## config.mk

```make
export PLATFORM = sky130hd
export DESIGN_NAME = ssp_top
export DESIGN_NICKNAME = d
export VERILOG_FILES = /design/src/core/ssp_pkg.sv /design/src/core/ssp_top.sv
export SDC_FILE = /design/constraint.sdc
export NUM_CORES = 1
export LEC_CHECK = 0
export BUFFER_PORTS_ARGS = -buffer_cell sky130_fd_sc_hd__buf_2
export CAP_MARGIN = 20
export CORE_ASPECT_RATIO = 0.75
export CORE_UTILIZATION = 50
export DETAILED_ROUTE_END_ITERATION = 8
export PLACE_DENSITY = 0.86
export SYNTH_ARGS = -nofsm -noshare
export SYNTH_HDL_FRONTEND = slang
export SYNTH_SLANG_ARGS = --single-unit
```

## constraint.sdc

```tcl
create_clock -name i_clk -period 3.7 [get_ports i_clk]
set_input_delay 0.185 -clock i_clk [delete_from_list [all_inputs] [get_ports i_clk]]
set_output_delay 0.185 -clock i_clk [all_outputs]
set_load 0.005 [all_outputs]
```

## src/core/ssp_pkg.sv

```systemverilog
// Constants for the 8-bit synchronous serial port.
// Assumes an APB slave with 32-bit data, one register per word.
package ssp_pkg;

  // Register indices; byte address is four times the index
  localparam logic [9:0]  SSP_IDX_LO  = 10'h0e5;
  localparam logic [9:0]  SSP_IDX_HI  = 10'h0e6;
  localparam logic [9:0]  SSP_IDX_CT  = 10'h0e7;
  localparam logic [9:0]  SSP_IDX_DM  = 10'h0e9;
  localparam logic [9:0]  SSP_IDX_FL  = 10'h0ec;
  localparam logic [11:0] SSP_ADR_LO  = {SSP_IDX_LO, 2'b00};
  localparam logic [11:0] SSP_ADR_HI  = {SSP_IDX_HI, 2'b00};
  localparam logic [11:0] SSP_ADR_CT  = {SSP_IDX_CT, 2'b00};
  localparam logic [11:0] SSP_ADR_DM  = {SSP_IDX_DM, 2'b00};
  localparam logic [11:0] SSP_ADR_FL  = {SSP_IDX_FL, 2'b00};

  // Control register fields
  localparam int SSP_B_CSLO = 0;
  localparam int SSP_B_CSHI = 1;
  localparam int SSP_B_SEN  = 2;
  localparam int SSP_B_TRIG = 3;
  // Direction / mask register fields
  localparam int SSP_B_IEN  = 0;
  localparam int SSP_B_DIR  = 1;
  // Flag register field
  localparam int SSP_B_DONE = 0;

  typedef enum logic [1:0] {
    SSP_SLAVE  = 2'b00,
    SSP_UNUSED = 2'b01,
    SSP_MCLK   = 2'b10,
    SSP_MCLK2  = 2'b11
  } ssp_mode_t;

  typedef enum logic {
    SSP_IDLE = 1'b0,
    SSP_RUN  = 1'b1
  } ssp_state_t;

  // Reset values
  localparam ssp_mode_t SSP_MODE_RST = SSP_SLAVE;
  localparam logic      SSP_SEN_RST  = 1'b0;
  localparam logic      SSP_IEN_RST  = 1'b0;
  localparam logic      SSP_DIR_RST  = 1'b0;

  // Master half period in system cycles, minus one
  localparam logic [1:0] SSP_HALF_FAST = 2'h0;
  localparam logic [1:0] SSP_HALF_SLOW = 2'h1;
  localparam logic [3:0] SSP_LAST_BIT  = 4'h7;

endpackage : ssp_pkg

```

## src/core/ssp_top.sv

```systemverilog
// 8-bit synchronous serial port with APB register access.
// Assumes pin inputs already synchronous to i_clk.
`timescale 1ns/100ps

// What this block does
// - One 8-bit shift register for both directions
// - Two-bit select: slave, master CLK, CLK/2
// - Reset selects slave with external clock
// - Master drives exactly eight clocks, then stops
// - Slave ignores clocks after eighth until trigger
// - Eight counted clocks complete the transfer
// - Load nibbles, write trigger, data shifts out
// - Output bit changes on serial clock rise
// - Sample on fall or rise by edge select
// - Done flag always set; irq gated by mask
// - Direction 1 drives mode pin high in PIN_CFG 8 to 10
// - Direction 0 drives mode pin low
// - Received byte readable through both nibbles
// - Slave ready low when port may transfer
// - Ready falls on trigger, rises on clock low
// - High nibble access returns ready high
// - Bit order is a build-time parameter
// - Pin assignment is one of 14 configurations
// - Trigger position reads back running status
// - Done flag clears on read; writes ignored
module ssp_top
  import ssp_pkg::*;
#(
  parameter bit LSB_FIRST = 1'b1,
  parameter int PIN_CFG   = 3
) (
  input  wire logic        i_clk,
  input  wire logic        i_sys_rst,
  input  wire logic        i_psel,
  input  wire logic        i_penable,
  input  wire logic        i_pwrite,
  input  wire logic [11:0] i_paddr,
  input  wire logic [31:0] i_pwdata,
  output logic             o_pready,
  output logic [31:0]      o_prdata,
  output logic             o_pslverr,
  input  wire logic        i_sclk,
  input  wire logic        i_sin,
  input  wire logic        i_sio,
  output logic             o_sclk_n,
  output logic             o_sclk_oe,
  output logic             o_serial_data_out_pin,
  output logic             o_sio,
  output logic             o_sio_oe,
  output logic             o_mode,
  output logic             o_ready_n,
  output logic             o_irq
);

  function automatic logic [7:0] ssp_shift(
    input logic [7:0] sh,
    input logic       b
  );
    if (LSB_FIRST) begin
      ssp_shift = {b, sh[7:1]};
    end else begin
      ssp_shift = {sh[6:0], b};
    end
  endfunction : ssp_shift

  function automatic logic ssp_outbit(input logic [7:0] sh);
    ssp_outbit = LSB_FIRST ? sh[0] : sh[7];
  endfunction : ssp_outbit

  // Pin assignment decode
  wire ser_on   = (PIN_CFG >= 3) && (PIN_CFG <= 14);
  wire use_sio  = (PIN_CFG >= 8) && (PIN_CFG <= 14);
  wire has_serial_data_out_pin = (PIN_CFG >= 3) && (PIN_CFG <= 5);
  wire has_mode = (PIN_CFG >= 8) && (PIN_CFG <= 10);
  wire has_rdy  = (PIN_CFG == 3) || (PIN_CFG == 8) ||
                  (PIN_CFG == 11) || (PIN_CFG == 12);

  logic [7:0]  sh_r;
  logic [7:0]  sh_nxt;
  ssp_mode_t   mode_r;
  ssp_state_t  st_r;
  logic        sen_r;
  logic        ien_r;
  logic        dir_r;
  logic        done_r;
  logic        done_nxt;
  logic [3:0]  cnt_r;
  logic        smp_r;
  logic        rdy_n_r;
  logic        sclk_n_r;
  logic [1:0]  div_r;
  logic        sclk_q_r;
  logic        pready_r;
  logic [31:0] prdata_r;
  logic        slverr_r;
  logic        irq_r;
  logic        serial_data_out_pin_r;
  logic        sio_r;
  logic        sio_oe_r;
  logic        mode_pin_r;
  logic        sclk_oe_r;

  // APB decode
  wire access = i_psel & i_penable;
  wire fin    = access & pready_r;
  wire wr     = fin & i_pwrite;
  wire rd     = fin & ~i_pwrite;
  wire hit_lo = (i_paddr == SSP_ADR_LO);
  wire hit_hi = (i_paddr == SSP_ADR_HI);
  wire hit_ct = (i_paddr == SSP_ADR_CT);
  wire hit_dm = (i_paddr == SSP_ADR_DM);
  wire hit_fl = (i_paddr == SSP_ADR_FL);
  wire mapped = hit_lo | hit_hi | hit_ct | hit_dm | hit_fl;

  wire running = (st_r == SSP_RUN);
  wire master  = mode_r[1];
  wire slave   = (mode_r == SSP_SLAVE);

  wire [31:0] rdata_nxt =
    hit_lo ? {28'h000_0000, sh_r[3:0]} :
    hit_hi ? {28'h000_0000, sh_r[7:4]} :
    hit_ct ? {28'h000_0000, running, sen_r, mode_r} :
    hit_dm ? {28'h000_0000, 2'b00, dir_r, ien_r} :
    hit_fl ? {28'h000_0000, 3'b000, done_r} :
             32'h0000_0000;

  // Trigger uses the mode written in the same access
  wire [1:0] wmode = i_pwdata[SSP_B_CSHI:SSP_B_CSLO];
  wire trig = wr & hit_ct & i_pwdata[SSP_B_TRIG] & ~running &
              (wmode != SSP_UNUSED) & ser_on;
  wire trig_slave = trig & (wmode == SSP_SLAVE);

  // Master clock generator
  wire [1:0] half = (mode_r == SSP_MCLK2) ? SSP_HALF_SLOW
                                          : SSP_HALF_FAST;
  wire tick   = running & master & (div_r == 2'h0);
  wire m_fall = tick & sclk_n_r;
  wire m_rise = tick & ~sclk_n_r;

  // Slave clock edges, masked outside a transfer
  wire s_fall = sclk_q_r & ~i_sclk;
  wire s_rise = ~sclk_q_r & i_sclk;

  wire fall = running & (master ? m_fall : (slave & s_fall));
  wire rise = running & (master ? m_rise : (slave & s_rise));

  wire rx     = use_sio ? i_sio : i_sin;
  wire bit_in = sen_r ? smp_r : rx;
  wire last   = rise & (cnt_r == SSP_LAST_BIT);

  assign sh_nxt =
    rise           ? ssp_shift(sh_r, bit_in) :
    (wr & hit_lo)  ? {sh_r[7:4], i_pwdata[3:0]} :
    (wr & hit_hi)  ? {i_pwdata[3:0], sh_r[3:0]} :
                     sh_r;

  wire rd_clr = rd & hit_fl & prdata_r[SSP_B_DONE];
  assign done_nxt = last | (done_r & ~rd_clr);

  wire hi_touch = fin & hit_hi;

  // APB slave: one wait state, registered answer
  always_ff @(posedge i_clk) begin
    if (i_sys_rst) begin
      pready_r <= 1'b0;
      prdata_r <= 32'h0000_0000;
      slverr_r <= 1'b0;
    end else begin
      pready_r <= access & ~pready_r;
      prdata_r <= (access & ~pready_r) ? rdata_nxt : prdata_r;
      slverr_r <= access & ~pready_r & ~mapped;
    end
  end

  // Configuration registers
  always_ff @(posedge i_clk) begin
    if (i_sys_rst) begin
      mode_r <= SSP_MODE_RST;
      sen_r  <= SSP_SEN_RST;
      ien_r  <= SSP_IEN_RST;
      dir_r  <= SSP_DIR_RST;
    end else begin
      if (wr & hit_ct) begin
        mode_r <= ssp_mode_t'(wmode);
        sen_r  <= i_pwdata[SSP_B_SEN];
      end
      if (wr & hit_dm) begin
        ien_r <= i_pwdata[SSP_B_IEN];
        dir_r <= i_pwdata[SSP_B_DIR];
      end
    end
  end

  // Transfer sequencing
  always_ff @(posedge i_clk) begin
    if (i_sys_rst) begin
      st_r   <= SSP_IDLE;
      cnt_r  <= 4'h0;
      done_r <= 1'b0;
      sh_r   <= 8'h00;
      smp_r  <= 1'b0;
    end else begin
      case (st_r)
        SSP_IDLE: begin
          if (trig) begin
            st_r  <= SSP_RUN;
            cnt_r <= 4'h0;
          end
        end
        SSP_RUN: begin
          if (last) begin
            st_r <= SSP_IDLE;
          end
          if (rise) begin
            cnt_r <= cnt_r + 4'h1;
          end
        end
        default: st_r <= SSP_IDLE;
      endcase
      done_r <= done_nxt;
      sh_r   <= sh_nxt;
      smp_r  <= fall ? rx : smp_r;
    end
  end

  // Serial clock and pins
  always_ff @(posedge i_clk) begin
    if (i_sys_rst) begin
      sclk_n_r  <= 1'b1;
      div_r     <= 2'h0;
      sclk_q_r  <= 1'b1;
      sclk_oe_r <= 1'b0;
    end else begin
      sclk_q_r  <= i_sclk;
      sclk_oe_r <= master & ser_on;
      if (!running || !master) begin
        sclk_n_r <= 1'b1;
        div_r    <= half;
      end else if (tick) begin
        sclk_n_r <= ~sclk_n_r;
        div_r    <= half;
      end else begin
        div_r <= div_r - 2'h1;
      end
    end
  end

  always_ff @(posedge i_clk) begin
    if (i_sys_rst) begin
      serial_data_out_pin_r     <= 1'b1;
      sio_r      <= 1'b1;
      sio_oe_r   <= 1'b0;
      mode_pin_r <= 1'b0;
      rdy_n_r    <= 1'b1;
      irq_r      <= 1'b0;
    end else begin
      serial_data_out_pin_r     <= has_serial_data_out_pin ? ssp_outbit(sh_nxt) : 1'b1;
      sio_r      <= ssp_outbit(sh_nxt);
      sio_oe_r   <= use_sio & dir_r;
      mode_pin_r <= has_mode & dir_r;
      if (trig_slave & has_rdy) begin
        rdy_n_r <= 1'b0;
      end else if ((running & slave & s_fall) | hi_touch) begin
        rdy_n_r <= 1'b1;
      end
      irq_r <= done_r & ien_r;
    end
  end

  assign o_pready  = pready_r;
  assign o_prdata  = prdata_r;
  assign o_pslverr = slverr_r;
  assign o_sclk_n  = sclk_n_r;
  assign o_sclk_oe = sclk_oe_r;
  assign o_serial_data_out_pin    = serial_data_out_pin_r;
  assign o_sio     = sio_r;
  assign o_sio_oe  = sio_oe_r;
  assign o_mode    = mode_pin_r;
  assign o_ready_n = rdy_n_r;
  assign o_irq     = irq_r;
endmodule : ssp_top

```

==> summary.md, run 1 <==
| Metric | Value |
|---|---|
| Outcome | `finished clean` |
| Die X | `75.8 µm` |
| Main flop type after synthesis | `dfxtp_1` |
| Dpl hpwl | `3210 µm` |
| Core Area | `0.00378 mm²` |
| Synth Cell Area | `0.00204 mm²` |
| Num CTS Buffers | `5` |
| Post-synth EDFFs | `0` |
| Row count | `19` |
| Async set-or-reset flop fraction in the synthesized netlist | `0` |
| Fraction of layout cells with a size suffix above 1 | `0.196` |
| Compound-Gate Fraction of Synth Area | `0.165` |
| Routed Wire Length | `4420 µm` |
| Post-Synth Simple-Gate Area | `0.268` |
| Number of diodes | `0` |
| Setup ws final | `2.05 ns` |
| Arrival time at the worst endpoint | `1.88 ns` |
| Nets | `318` |
| Avg Inst Size Synth | `8.70 µm²` |
| Post-synthesis register bit count | `34` |
| Post-synthesis mux area share | `0.0551` |
| Antenna violations before repair | `0` |
| Max-cap violations | `0` |
| Met3 Use GR | `0.0866` |
| Max Slew Vio Count | `0` |
| WP data required | `3.93 ns` |
| Post-synthesis xor/xnor area fraction | `0.0171` |
| Worst setup EP type | `flop` |
| Worst setup path start | `div_r[0]$_SDFF_PP0_` |
| Setup Skew | `0.00739 ns` |
| DRT iter0 DRCs | `118` |
| Clock buffer depth | `2` |
| Fillers | `346` |
| Clk sinks | `34` |
| Critical path depth | `7` |
| Total global-route track usage | `0.220` |
| H-tree Lvls | `2` |
| Place WS | `1.92 ns` |
| Slowest-stage cell, CP | `dfxtp_1` |
| Post-CTS setup buffer count | `0` |
| Final core occ | `0.584` |
| Final instance area | `0.00221 mm²` |
| R2r setup slk | `2.05 ns` |
| Kind of cell adding the most delay to the critical path | `simple AND/OR/NAND/NOR gates` |
| Switching portion of total power | `0.259` |
| Skew-Pair Late Insertion Delay | `0.30 ns` |
| First-pass GRT wire length | `7060 µm` |
| Hold Vio Cnt, Final | `0` |
| CTS Hold Bufs | `0` |
| Fin Hold WS | `0.142 ns` |
| Critical path peak fanout | `20` |
| DR vias | `1743` |
| Count of cell types in the netlist | `50` |
| Area growth syn-to-layout | `8.02%` |
| Max Fclk | `606 MHz` |
| Detailed-route wire length per cell | `13.9 µm` |
| Crit Path Class | `flop to flop` |
| Clock Tree Root | `clkbuf_8` |
| Starting Density | `0.541` |
| Pin count of the biggest net entering global routing | `30` |
| Worst Hold Launch | `i_sin` |
| DR vias/cell | `5.50` |
| Slew HR | `0.659` |
| NetSw | `0.000189 W` |
| Power per Cell Area | `330 mW/mm²` |
| Crit start category | `flop` |
| Final setup TNS | `0 ns` |
| Clock slew at reported path FFs | `0.07 ns` |
| Tcrit/Tclk final | `0.446` |
| GRT busiest layer | `met1` |
| Maximum vdd drop | `316 µV` |
| Number of port buffers | `34` |
| Proportion of power drawn by flip-flops and latches | `0.507` |
| Post-Syn Instances | `235` |
| Setup-failing EPs final | `0` |
| First-pass DRT Iterations | `4` |
| Post-Synth Adder-Cell Area | `0.0122` |
| Comb power frac | `0.089` |
| Chip height | `57.4 µm` |
| Largest family of logic cells by synthesized area | `simple AND/OR/NAND/NOR gates` |
| Number of global-route vias before repair | `1451` |
| Met2 usage | `0.300` |
| WHS Path Cells | `3` |
| Internal power | `0.000541 W` |
| Cts repair resizes | `0` |
| Worst path cell trace | `inv_1 > ha_1 > and3b_1 > o21ai_1 > buf_4 > or3_1 > o21ai_0` |
| Most frequent cells in the layout | `dfxtp_1, buf_2, conb_1` |
| Post-DP Area | `0.00211 mm²` |
| Buf/Inv on CP | `2` |
| Sequential element share of the synthesized area | `0.333` |
| Worst R2R Start | `div_r[0]$_SDFF_PP0_` |
| Antenna Nets Post-Route | `0` |
| Endpoint of the lowest-slack register-to-register path | `cnt_r[0]$_SDFFE_PP0P_` |
| # DRC | `0` |
| Hold Path End | `smp_r$_SDFFE_PP0P_` |
| GP Congestion | `0.883` |
| GRT overflow | `0` |
| Global-route met1 utilization | `0.322` |
| Clk pwr share | `0.404` |
| Hold WC Path Type | `input pin to flop` |
| Synth warnings | `0` |
| Die area | `0.00435 mm²` |
| Max stage delay on crit path | `0.32 ns` |
| RSZ-0062 raised after global routing | `no` |
| Tmin final | `1.65 ns` |
| Lkg Pwr | `0.902 nW` |
| Slew @ Worst Pin | `0.511 ns` |
| Worst r2r path cells | `7` |
| I/O pins | `94` |
| CTS tree | `built` |
-- power groups by stage --
stage               registers, W  logic (W)  clock network, W
floorplan               0.000379  0.0000601                 0
finish                  0.000370  0.0000650          0.000295
global placement        0.000378  0.0000622                 0
detailed placement      0.000378  0.0000635                 0
CTS                     0.000370  0.0000639          0.000296
global route            0.000370  0.0000727          0.000316
-- tightest hold or removal path, stage by stage --
cell,delay (ns)
buf_2,0.08
mux2i_1,0.06
nor2_1,0.07
-- state kept, by name, indices dropped and copies added (netlist names) --
name	cells
ien_r	1
div_r	2
o_sio	1
cnt_r	4
o_sclk_n	1
running	1
o_prdata	4
done_r	1
o_pready	1
sclk_q_r	1
o_sclk_oe	1
sh_r	8
sen_r	1
o_pslverr	1
o_irq	1
mode_r	2
smp_r	1
dir_r	1
o_ready_n	1
-- Yosys cell counts (all sizes together), types with 3 or more instances --
cell type | number | area share
nand3 | 14 | 0.034
and3 | 3 | 0.0092
nor2b | 6 | 0.018
nand3b | 6 | 0.022
nand2 | 9 | 0.017
nand2b | 6 | 0.018
o211ai | 4 | 0.015
o21ai | 7 | 0.017
buf | 36 | 0.13
dfxtp | 34 | 0.33
or3 | 4 | 0.012
clkbuf | 6 | 0.011
a211oi | 9 | 0.033
mux2i | 9 | 0.044
nand4 | 3 | 0.0092
a21oi | 11 | 0.027
o21a | 4 | 0.015
inv | 5 | 0.0092
nor2 | 15 | 0.028
nor3 | 6 | 0.017
nor4b | 5 | 0.039
-- metal layers --
layer,vias up,wire (µm)
met4,0,33
met1,799,2010
met3,6,427
met2,93,1950
met5,-,0
li1,845,-
-- stage by stage --
step / cells / total power [W]
final: 317 / 0.000730
after detailed placement: 309 / 0.000442
after global routing: 317 / 0.000759
after CTS: 317 / 0.000729
after global placement: 309 / 0.000440
after floorplan: 264 / 0.000439
-- cell families (layout without fill, tap and decap cells) --
| logic type | after synthesis | after routing |
|---|---|---|
| XOR/XNOR | 4 | 4 |
| buffers and inverters | 47 | 48 |
| adder cells (fa/ha/maj) | 2 | 2 |
| AND/OR/NAND/NOR | 87 | 87 |
| flip-flops | 34 | 34 |
| other | 1 | 30 |
| multiplexers | 11 | 11 |
| AO/OA/AOI/OAI | 49 | 49 |
-- cell type report --
cell class / count / area, µm² / share of cell area
clock buffers: 6 / 82.6 / 0.0374
clock inverters: 2 / 12.5 / 0.00567
inverters: 5 / 18.8 / 0.00850
multi-input cells: 183 / 1170 / 0.530
flip-flops and latches: 34 / 681 / 0.308
well taps: 52 / 65.1 / 0.0295
repair buffers: 35 / 178 / 0.0805
-- worst max path at each step --
| stage | end |
|---|---|
| finish | cnt_r[0]$_SDFFE_PP0P_ |
| global route | sh_r[3]$_SDFFE_PP0P_ |
| CTS | cnt_r[0]$_SDFFE_PP0P_ |
| detailed placement | sh_r[0]$_SDFF_PP0_ |
| global placement | sh_r[3]$_SDFFE_PP0P_ |
| floorplan | cnt_r[1]$_SDFFE_PP0P_ |
Note: power is estimated with default switching activity, not from simulation.
==> run 2, diff against run 1 <==
- CORE_UTILIZATION: 50 -> 42
- PLACE_DENSITY: 0.86 -> 0.77
- clock period: 3.7 -> 1.5 ns (I/O delays scaled with it)
==> run 2 against run 1 <==
  * Critical path depth fell by 2
  * Fmax rose by 14%
  * Clock skew fell by 0.0021 ns
==> summary.md, run 2 (synthesis gave the netlist of run 1 again) <==
| Metric | Value |
|---|---|
| Outcome | `finished clean` |
| Max reg flops | `8 (unchanged)` |
| CTS tree | `built` |
| Worst setup EP type | `flop` |
| Fraction of layout cells with a size suffix above 1 | `0.308 (+0.111)` |
| Max Fclk | `690 MHz (+14%)` |
| Hold WC Path Type | `input pin to flop` |
| # DRC | `0 (unchanged)` |
| Kind of cell adding the most delay to the critical path | `simple AND/OR/NAND/NOR gates` |
| Endpoint of the lowest-slack register-to-register path | `done_r$_SDFF_PP0_` |
| Crit start category | `flop` |
| Antenna violations before repair | `0 (unchanged)` |
| Power per Cell Area | `721 mW/mm² (+120%)` |
| Clk sinks | `34 (unchanged)` |
| Die X | `82.6 µm (+8.9%)` |
| Crit Path Class | `flop to flop` |
| Skew-Pair Late Insertion Delay | `0.28 ns (-0.02 ns)` |
| Detailed-route wire length per cell | `14.0 µm (+0.49%)` |
| Area growth syn-to-layout | `20.7%` |
| Final setup TNS | `0 ns (unchanged)` |
| Setup-failing EPs final | `0 (unchanged)` |
| Max Slew Vio Count | `0 (unchanged)` |
| Total power draw | `0.00178 W (+140%)` |
| Dpl hpwl | `3530 µm (+10%)` |
| Core Area | `0.00457 mm² (+21%)` |
| Setup Skew | `0.00532 ns (-0.00206 ns)` |
| Max stage delay on crit path | `0.53 ns (+0.21 ns)` |
| Worst Hold Launch | `i_sclk` |
| Antenna Nets Post-Route | `0 (unchanged)` |
| Final instance area | `0.00247 mm² (+12%)` |
| GP Congestion | `0.914 (+3.5%)` |
| GRT overflow | `0 (unchanged)` |
| Tmin final | `1.45 ns (-0.200 ns)` |
| Number of diodes | `0 (unchanged)` |
| DRT iter0 DRCs | `112 (-5.1%)` |
| WP data required | `1.67 ns (-2.26 ns)` |
| Worst r2r path cells | `5 (-2)` |
| Chip height | `62.4 µm (+8.8%)` |
| R2r setup slk | `0.05 ns (-2.00 ns)` |
| Largest Register | `sh_r` |
| WHS Path Cells | `2 (-1)` |
| RSZ-0062 raised after global routing | `yes` |
| Commonest non-fill, non-tap cell in the layout | `buf_2` |
| Post-DP Area | `0.00227 mm² (+7.3%)` |
| Maximum vdd drop | `516 µV (+63%)` |
| Worst path cell trace | `inv_1 > or4b_1 > o41ai_2 > buf_4 > a21oi_1` |
| DR vias | `1821 (+4.5%)` |
| CTS Hold Bufs | `0 (unchanged)` |
| Hold Path End | `sclk_q_r$_SDFF_PP1_` |
| I/O pins | `94 (unchanged)` |
| First-pass DRT Iterations | `4 (unchanged)` |
| Clock slew at reported path FFs | `0.07 ns (about the same)` |
| Number of port buffers | `34 (unchanged)` |
| Total global-route track usage | `0.200 (-0.0202)` |
| Pin count of the biggest net entering global routing | `21 (-30%)` |
| Clock buffer depth | `2 (unchanged)` |
| Hold Vio Cnt, Final | `0 (unchanged)` |
| Routed Wire Length | `4800 µm (+8.7%)` |
| Row count | `21 (+2)` |
| Clock Tree Root | `clkbuf_8` |
| Num CTS Buffers | `5 (unchanged)` |
| Die area | `0.00515 mm² (+18%)` |
| Buf/Inv on CP | `2 (unchanged)` |
| Arrival time at the worst endpoint | `1.62 ns (-0.26 ns)` |
| Fillers | `441 (+27%)` |
| Max-cap violations | `0 (unchanged)` |
| Lkg Pwr | `1.03 nW (+14%)` |
| Critical path peak fanout | `2 (-90%)` |
| DR vias/cell | `5.31 (-3.4%)` |
| First-pass GRT wire length | `7990 µm (+13%)` |
| Slowest-stage cell, CP | `or4b_1` |
| Starting Density | `0.447 (-0.0937)` |
| Fin Hold WS | `0.0480 ns (-0.0941 ns)` |
| Tcrit/Tclk final | `0.966 (+0.520)` |
| Worst R2R Start | `o_prdata[0]$_SDFFE_PP0P_` |
| Most frequent cells in the layout | `buf_2, dfxtp_1, conb_1` |
| Number of global-route vias before repair | `1681 (+16%)` |
| Nets | `339 (+6.6%)` |
| H-tree Lvls | `2 (unchanged)` |
[run 2: cell count changes in the layout (fill, tap and decap cells not counted), moves of 2 or more]
cell and change:
and4_1 -2, dfxtp_2 +3, a211oi_2 +5, and4_2 +2
buf_4 +18, dfxtp_1 -3, a211oi_1 -5
[run 2: through the flow]
step	std cells	setup WS [ns]	util
2_1_floorplan	264	0.0371	-
3_3_place_gp	332	0.0387	0.496
3_5_place_dp	332	-0.0166	0.496
4_1_cts	340	0.0125	0.517
5_1_grt	343	-0.0477	0.540
6_report	343	0.0505	0.540
[run 2: timing repair]
item | CTS | global route
cloned | 0 | 1
setup endpoints to repair | 3 | 12
gates resized for setup | 1 | 18
setup buffers | 0 | 2
pin swaps | 0 | 6
[run 2: cell type report]
type	instances	area [µm²]	share of cell area
multi-input cells	183	1230	0.500
flip-flops and latches	34	684	0.277
repair buffers	56	369	0.150
clock buffers	7	86.3	0.0350
well taps	57	71.3	0.0289
inverters	5	18.8	0.00760
clock inverters	1	5.00	0.00203
[run 2: power by group]
part / internal (W) / leakage [nW] / switching, W / total (W)
Sequential: 0.000909 / 0.276 / 0.00000412 / 0.000914
Combinational: 0.0000699 / 0.703 / 0.000109 / 0.000179
Clock: 0.000370 / 0.0482 / 0.000316 / 0.000686
Total: 0.00135 / 1.03 / 0.000429 / 0.00178
[run 2: worst max-delay path by stage]
stage                                  start               endpoint  slack (ns)  depth (start not counted)
CTS                 o_prdata[0]$_SDFFE_PP0P_      done_r$_SDFF_PP0_        0.01                          5
floorplan                div_r[0]$_SDFF_PP0_  cnt_r[0]$_SDFFE_PP0P_        0.04                          7
finish              o_prdata[0]$_SDFFE_PP0P_      done_r$_SDFF_PP0_        0.05                          5
global route          mode_r[0]$_SDFFE_PP0N_  cnt_r[0]$_SDFFE_PP0P_       -0.05                          5
detailed placement       div_r[0]$_SDFF_PP0_     sh_r[0]$_SDFF_PP0_       -0.02                          7
global placement    o_prdata[0]$_SDFFE_PP0P_      done_r$_SDFF_PP0_        0.04                          5
[run 2: worst register-to-register path: stages, from the launching register on]
cell	delay, ns
dfxtp_1	0.33
inv_1	0.05
or4b_1	0.53
o41ai_2	0.22
buf_4	0.16
a21oi_1	0.05
[run 2: per-layer routing]
metal / up-vias / track usage / wire, µm
li1: 892 / - / -
met1: 858 / 0.297 / 2270
met2: 65 / 0.288 / 2170
met3: 6 / 0.0511 / 330
met4: 0 / 0.0453 / 36
met5: - / 0 / 0
==> run 3, diff against run 2 <==
- CORE_UTILIZATION: 42 -> 47
- PLACE_DENSITY: 0.77 -> 0.81
- RECOVER_POWER: not set -> 25
- clock period: 1.5 -> 1.4 ns (I/O delays scaled with it)
==> run 3 against run 2 <==
  * The flow now finishes with violations (setup timing)
  * Die area down 10%
  * Register-to-register slack lost 0.08 ns
  * Fmax up 1.4%
  * Utilization grew 5.9 points
  * Power up 7.8%
  * Non-clock buffer count increased by 6
  * Global-route usage is 1.1 points higher
  * Sequential share of layout area increased by 0.24 points
  * Routed wire length is 1.0% lower
  * Hold slack got worse by 0.0027 ns
  * Critical path type unchanged
  * Largest cell class unchanged
  * Largest power group unchanged
==> summary.md, run 3 (synthesis gave the netlist of run 1 again) <==
| Metric | Value |
|---|---|
| Outcome | `finished with violations` |
| Failing checks | `setup timing` |
| Core Area | `0.00410 mm² (-10%)` |
| CTS tree | `built` |
| Crit Path Class | `flop to flop` |
| Place WS | `-0.0849 ns (-0.0683 ns)` |
| Endpoint of the lowest-slack register-to-register path | `sh_r[4]$_SDFFE_PP0P_` |
| Number of port buffers | `34 (unchanged)` |
| Final setup TNS | `-0.0375 ns (-0.0375 ns)` |
| Hold Vio Cnt, Final | `0 (unchanged)` |
| Nets | `345 (+1.8%)` |
| Antenna Nets Post-Route | `0 (unchanged)` |
| Setup-failing EPs final | `2 (+2)` |
| Total power draw | `0.00192 W (+7.8%)` |
| Worst R2R Start | `div_r[1]$_SDFF_PP0_` |
| Slowest-stage cell, CP | `dfxtp_1` |
| Max stage delay on crit path | `0.32 ns (-0.21 ns)` |
| Max Slew Vio Count | `0 (unchanged)` |
| Worst path cell trace | `inv_2 > ha_4 > and3b_2 > o21ai_2 > buf_6 > nor2_1 > a211oi_2` |
| Detailed-route wire length per cell | `13.7 µm (-2.2%)` |
| Worst r2r path cells | `7 (+2)` |
| Post-DP Area | `0.00231 mm² (+1.9%)` |
| R2r setup slk | `-0.03 ns (-0.08 ns)` |
| Clock slew at reported path FFs | `0.07 ns (about the same)` |
| DR vias | `1845 (+1.3%)` |
| Clock buffer depth | `2 (unchanged)` |
| Power per Cell Area | `781 mW/mm² (+8.4%)` |
| Max reg flops | `8 (unchanged)` |
| I/O pins | `94 (unchanged)` |
| First-pass GRT wire length | `7400 µm (-7.3%)` |
| Dpl hpwl | `3580 µm (+1.4%)` |
| Most frequent cells in the layout | `buf_2, conb_1, dfxtp_1` |
| Row count | `20 (-4.8%)` |
| Final instance area | `0.00246 mm² (-0.51%)` |
| Die X | `78.2 µm (-5.3%)` |
| Arrival time at the worst endpoint | `1.63 ns (about the same)` |
| Maximum vdd drop | `855 µV (+66%)` |
| RSZ-0062 raised after global routing | `yes` |
| Routed Wire Length | `4750 µm (-1.0%)` |
| Setup Skew | `0.00817 ns (+0.00284 ns)` |
| Tmin final | `1.43 ns (-0.0197 ns)` |
| Pin count of the biggest net entering global routing | `21 (unchanged)` |
| Antenna violations before repair | `0 (unchanged)` |
| Chip height | `59.1 µm (-5.3%)` |
| Clock Tree Root | `clkbuf_8` |
| Critical path peak fanout | `10 (+8)` |
| Fraction of layout cells with a size suffix above 1 | `0.308 (+0.000527)` |
| Crit path to | `sh_r[4]$_SDFFE_PP0P_` |
| Worst setup EP type | `flop` |
| Lkg Pwr | `1.03 nW (+0.42%)` |
| GRT overflow | `0 (unchanged)` |
| Number of global-route vias before repair | `1544 (-8.1%)` |
| Crit start category | `flop` |
| Num CTS Buffers | `5 (unchanged)` |
| Final core occ | `0.598 (+0.0585)` |
| Die area | `0.00462 mm² (-10%)` |
| H-tree Lvls | `2 (unchanged)` |
| Clk sinks | `34 (unchanged)` |
| DRT iter0 DRCs | `104 (-7.1%)` |
| Starting Density | `0.498 (+0.0510)` |
| GP Congestion | `0.879 (-3.8%)` |
| Number of diodes | `0 (unchanged)` |
| Total global-route track usage | `0.212 (+0.0115)` |
| CTS Hold Bufs | `0 (unchanged)` |
| Commonest non-fill, non-tap cell in the layout | `buf_2` |
| First-pass DRT Iterations | `4 (unchanged)` |
| Skew-Pair Late Insertion Delay | `0.28 ns (about the same)` |
| Worst setup path start | `div_r[1]$_SDFF_PP0_` |
| # DRC | `0 (unchanged)` |
| DR vias/cell | `5.32 (+0.15%)` |
| WP data required | `1.60 ns (-0.07 ns)` |
| Setup ws final | `-0.0298 ns (-0.0803 ns)` |
| Hold WC Path Type | `input pin to flop` |
| Max-cap violations | `0 (unchanged)` |
| Area growth syn-to-layout | `20.1%` |
| Max Fclk | `699 MHz (+1.4%)` |
| Largest Register | `sh_r` |
| Tcrit/Tclk final | `1.02 (+0.0550)` |
## run 3: critical path: cells and delay by family, from the launching register on
kind | cells | cell delay [ns]
compound gates | 2 | 0.41
fa+ha+maj | 1 | 0.15
buf+inv | 2 | 0.20
flops | 1 | 0.32
simple gates | 2 | 0.26
## run 3: worst min-delay path by stage
stage               cells after the start                   end  slack (ns)      start
floorplan                               1  o_sclk_oe$_SDFF_PP0_        0.18  i_sys_rst
global placement                        2   sclk_q_r$_SDFF_PP1_        0.31     i_sclk
detailed placement                      2   sclk_q_r$_SDFF_PP1_        0.32     i_sclk
CTS                                     2   sclk_q_r$_SDFF_PP1_        0.03     i_sclk
global route                            2   sclk_q_r$_SDFF_PP1_        0.04     i_sclk
finish                                  2   sclk_q_r$_SDFF_PP1_        0.05     i_sclk
## run 3: area by class of cell
type / instances / area [µm²]
flip-flops and latches: 34 / 687
inverters: 5 / 18.8
clock inverters: 1 / 5.00
fillers: 376 / 1650
clock buffers: 7 / 86.3
multi-input cells: 183 / 1210
well taps: 55 / 68.8
repair buffers: 62 / 380
## run 3: power breakdown
group,internal (W),switching [W],total [W]
combinational,0.0000844,0.000119,0.000203
clock,0.000396,0.000340,0.000736
sequential,0.000974,0.00000402,0.000978
## run 3: metal layers
layer  up-vias  share of wire  GRT usage
li1        902              -          -
met4         0          0.012     0.0688
met3         8          0.094     0.0692
met1       851           0.47      0.306
met2        84           0.42      0.294
met5         -              0          0
## run 3: what timing repair did
action,4_1_cts,5_1_grt
buffers inserted,0,2
hold endpoints to repair,0,0
gates resized for setup,11,6
endpoints found under the setup margin,12,22
cloned,1,0
pin swaps,4,7
## run 3: per-stage QoR
step	std cells	hold WS [ns]
2_1_floorplan	264	0.176
3_3_place_gp	336	0.313
3_5_place_dp	336	0.317
4_1_cts	345	0.0272
5_1_grt	347	0.0384
6_report	347	0.0453
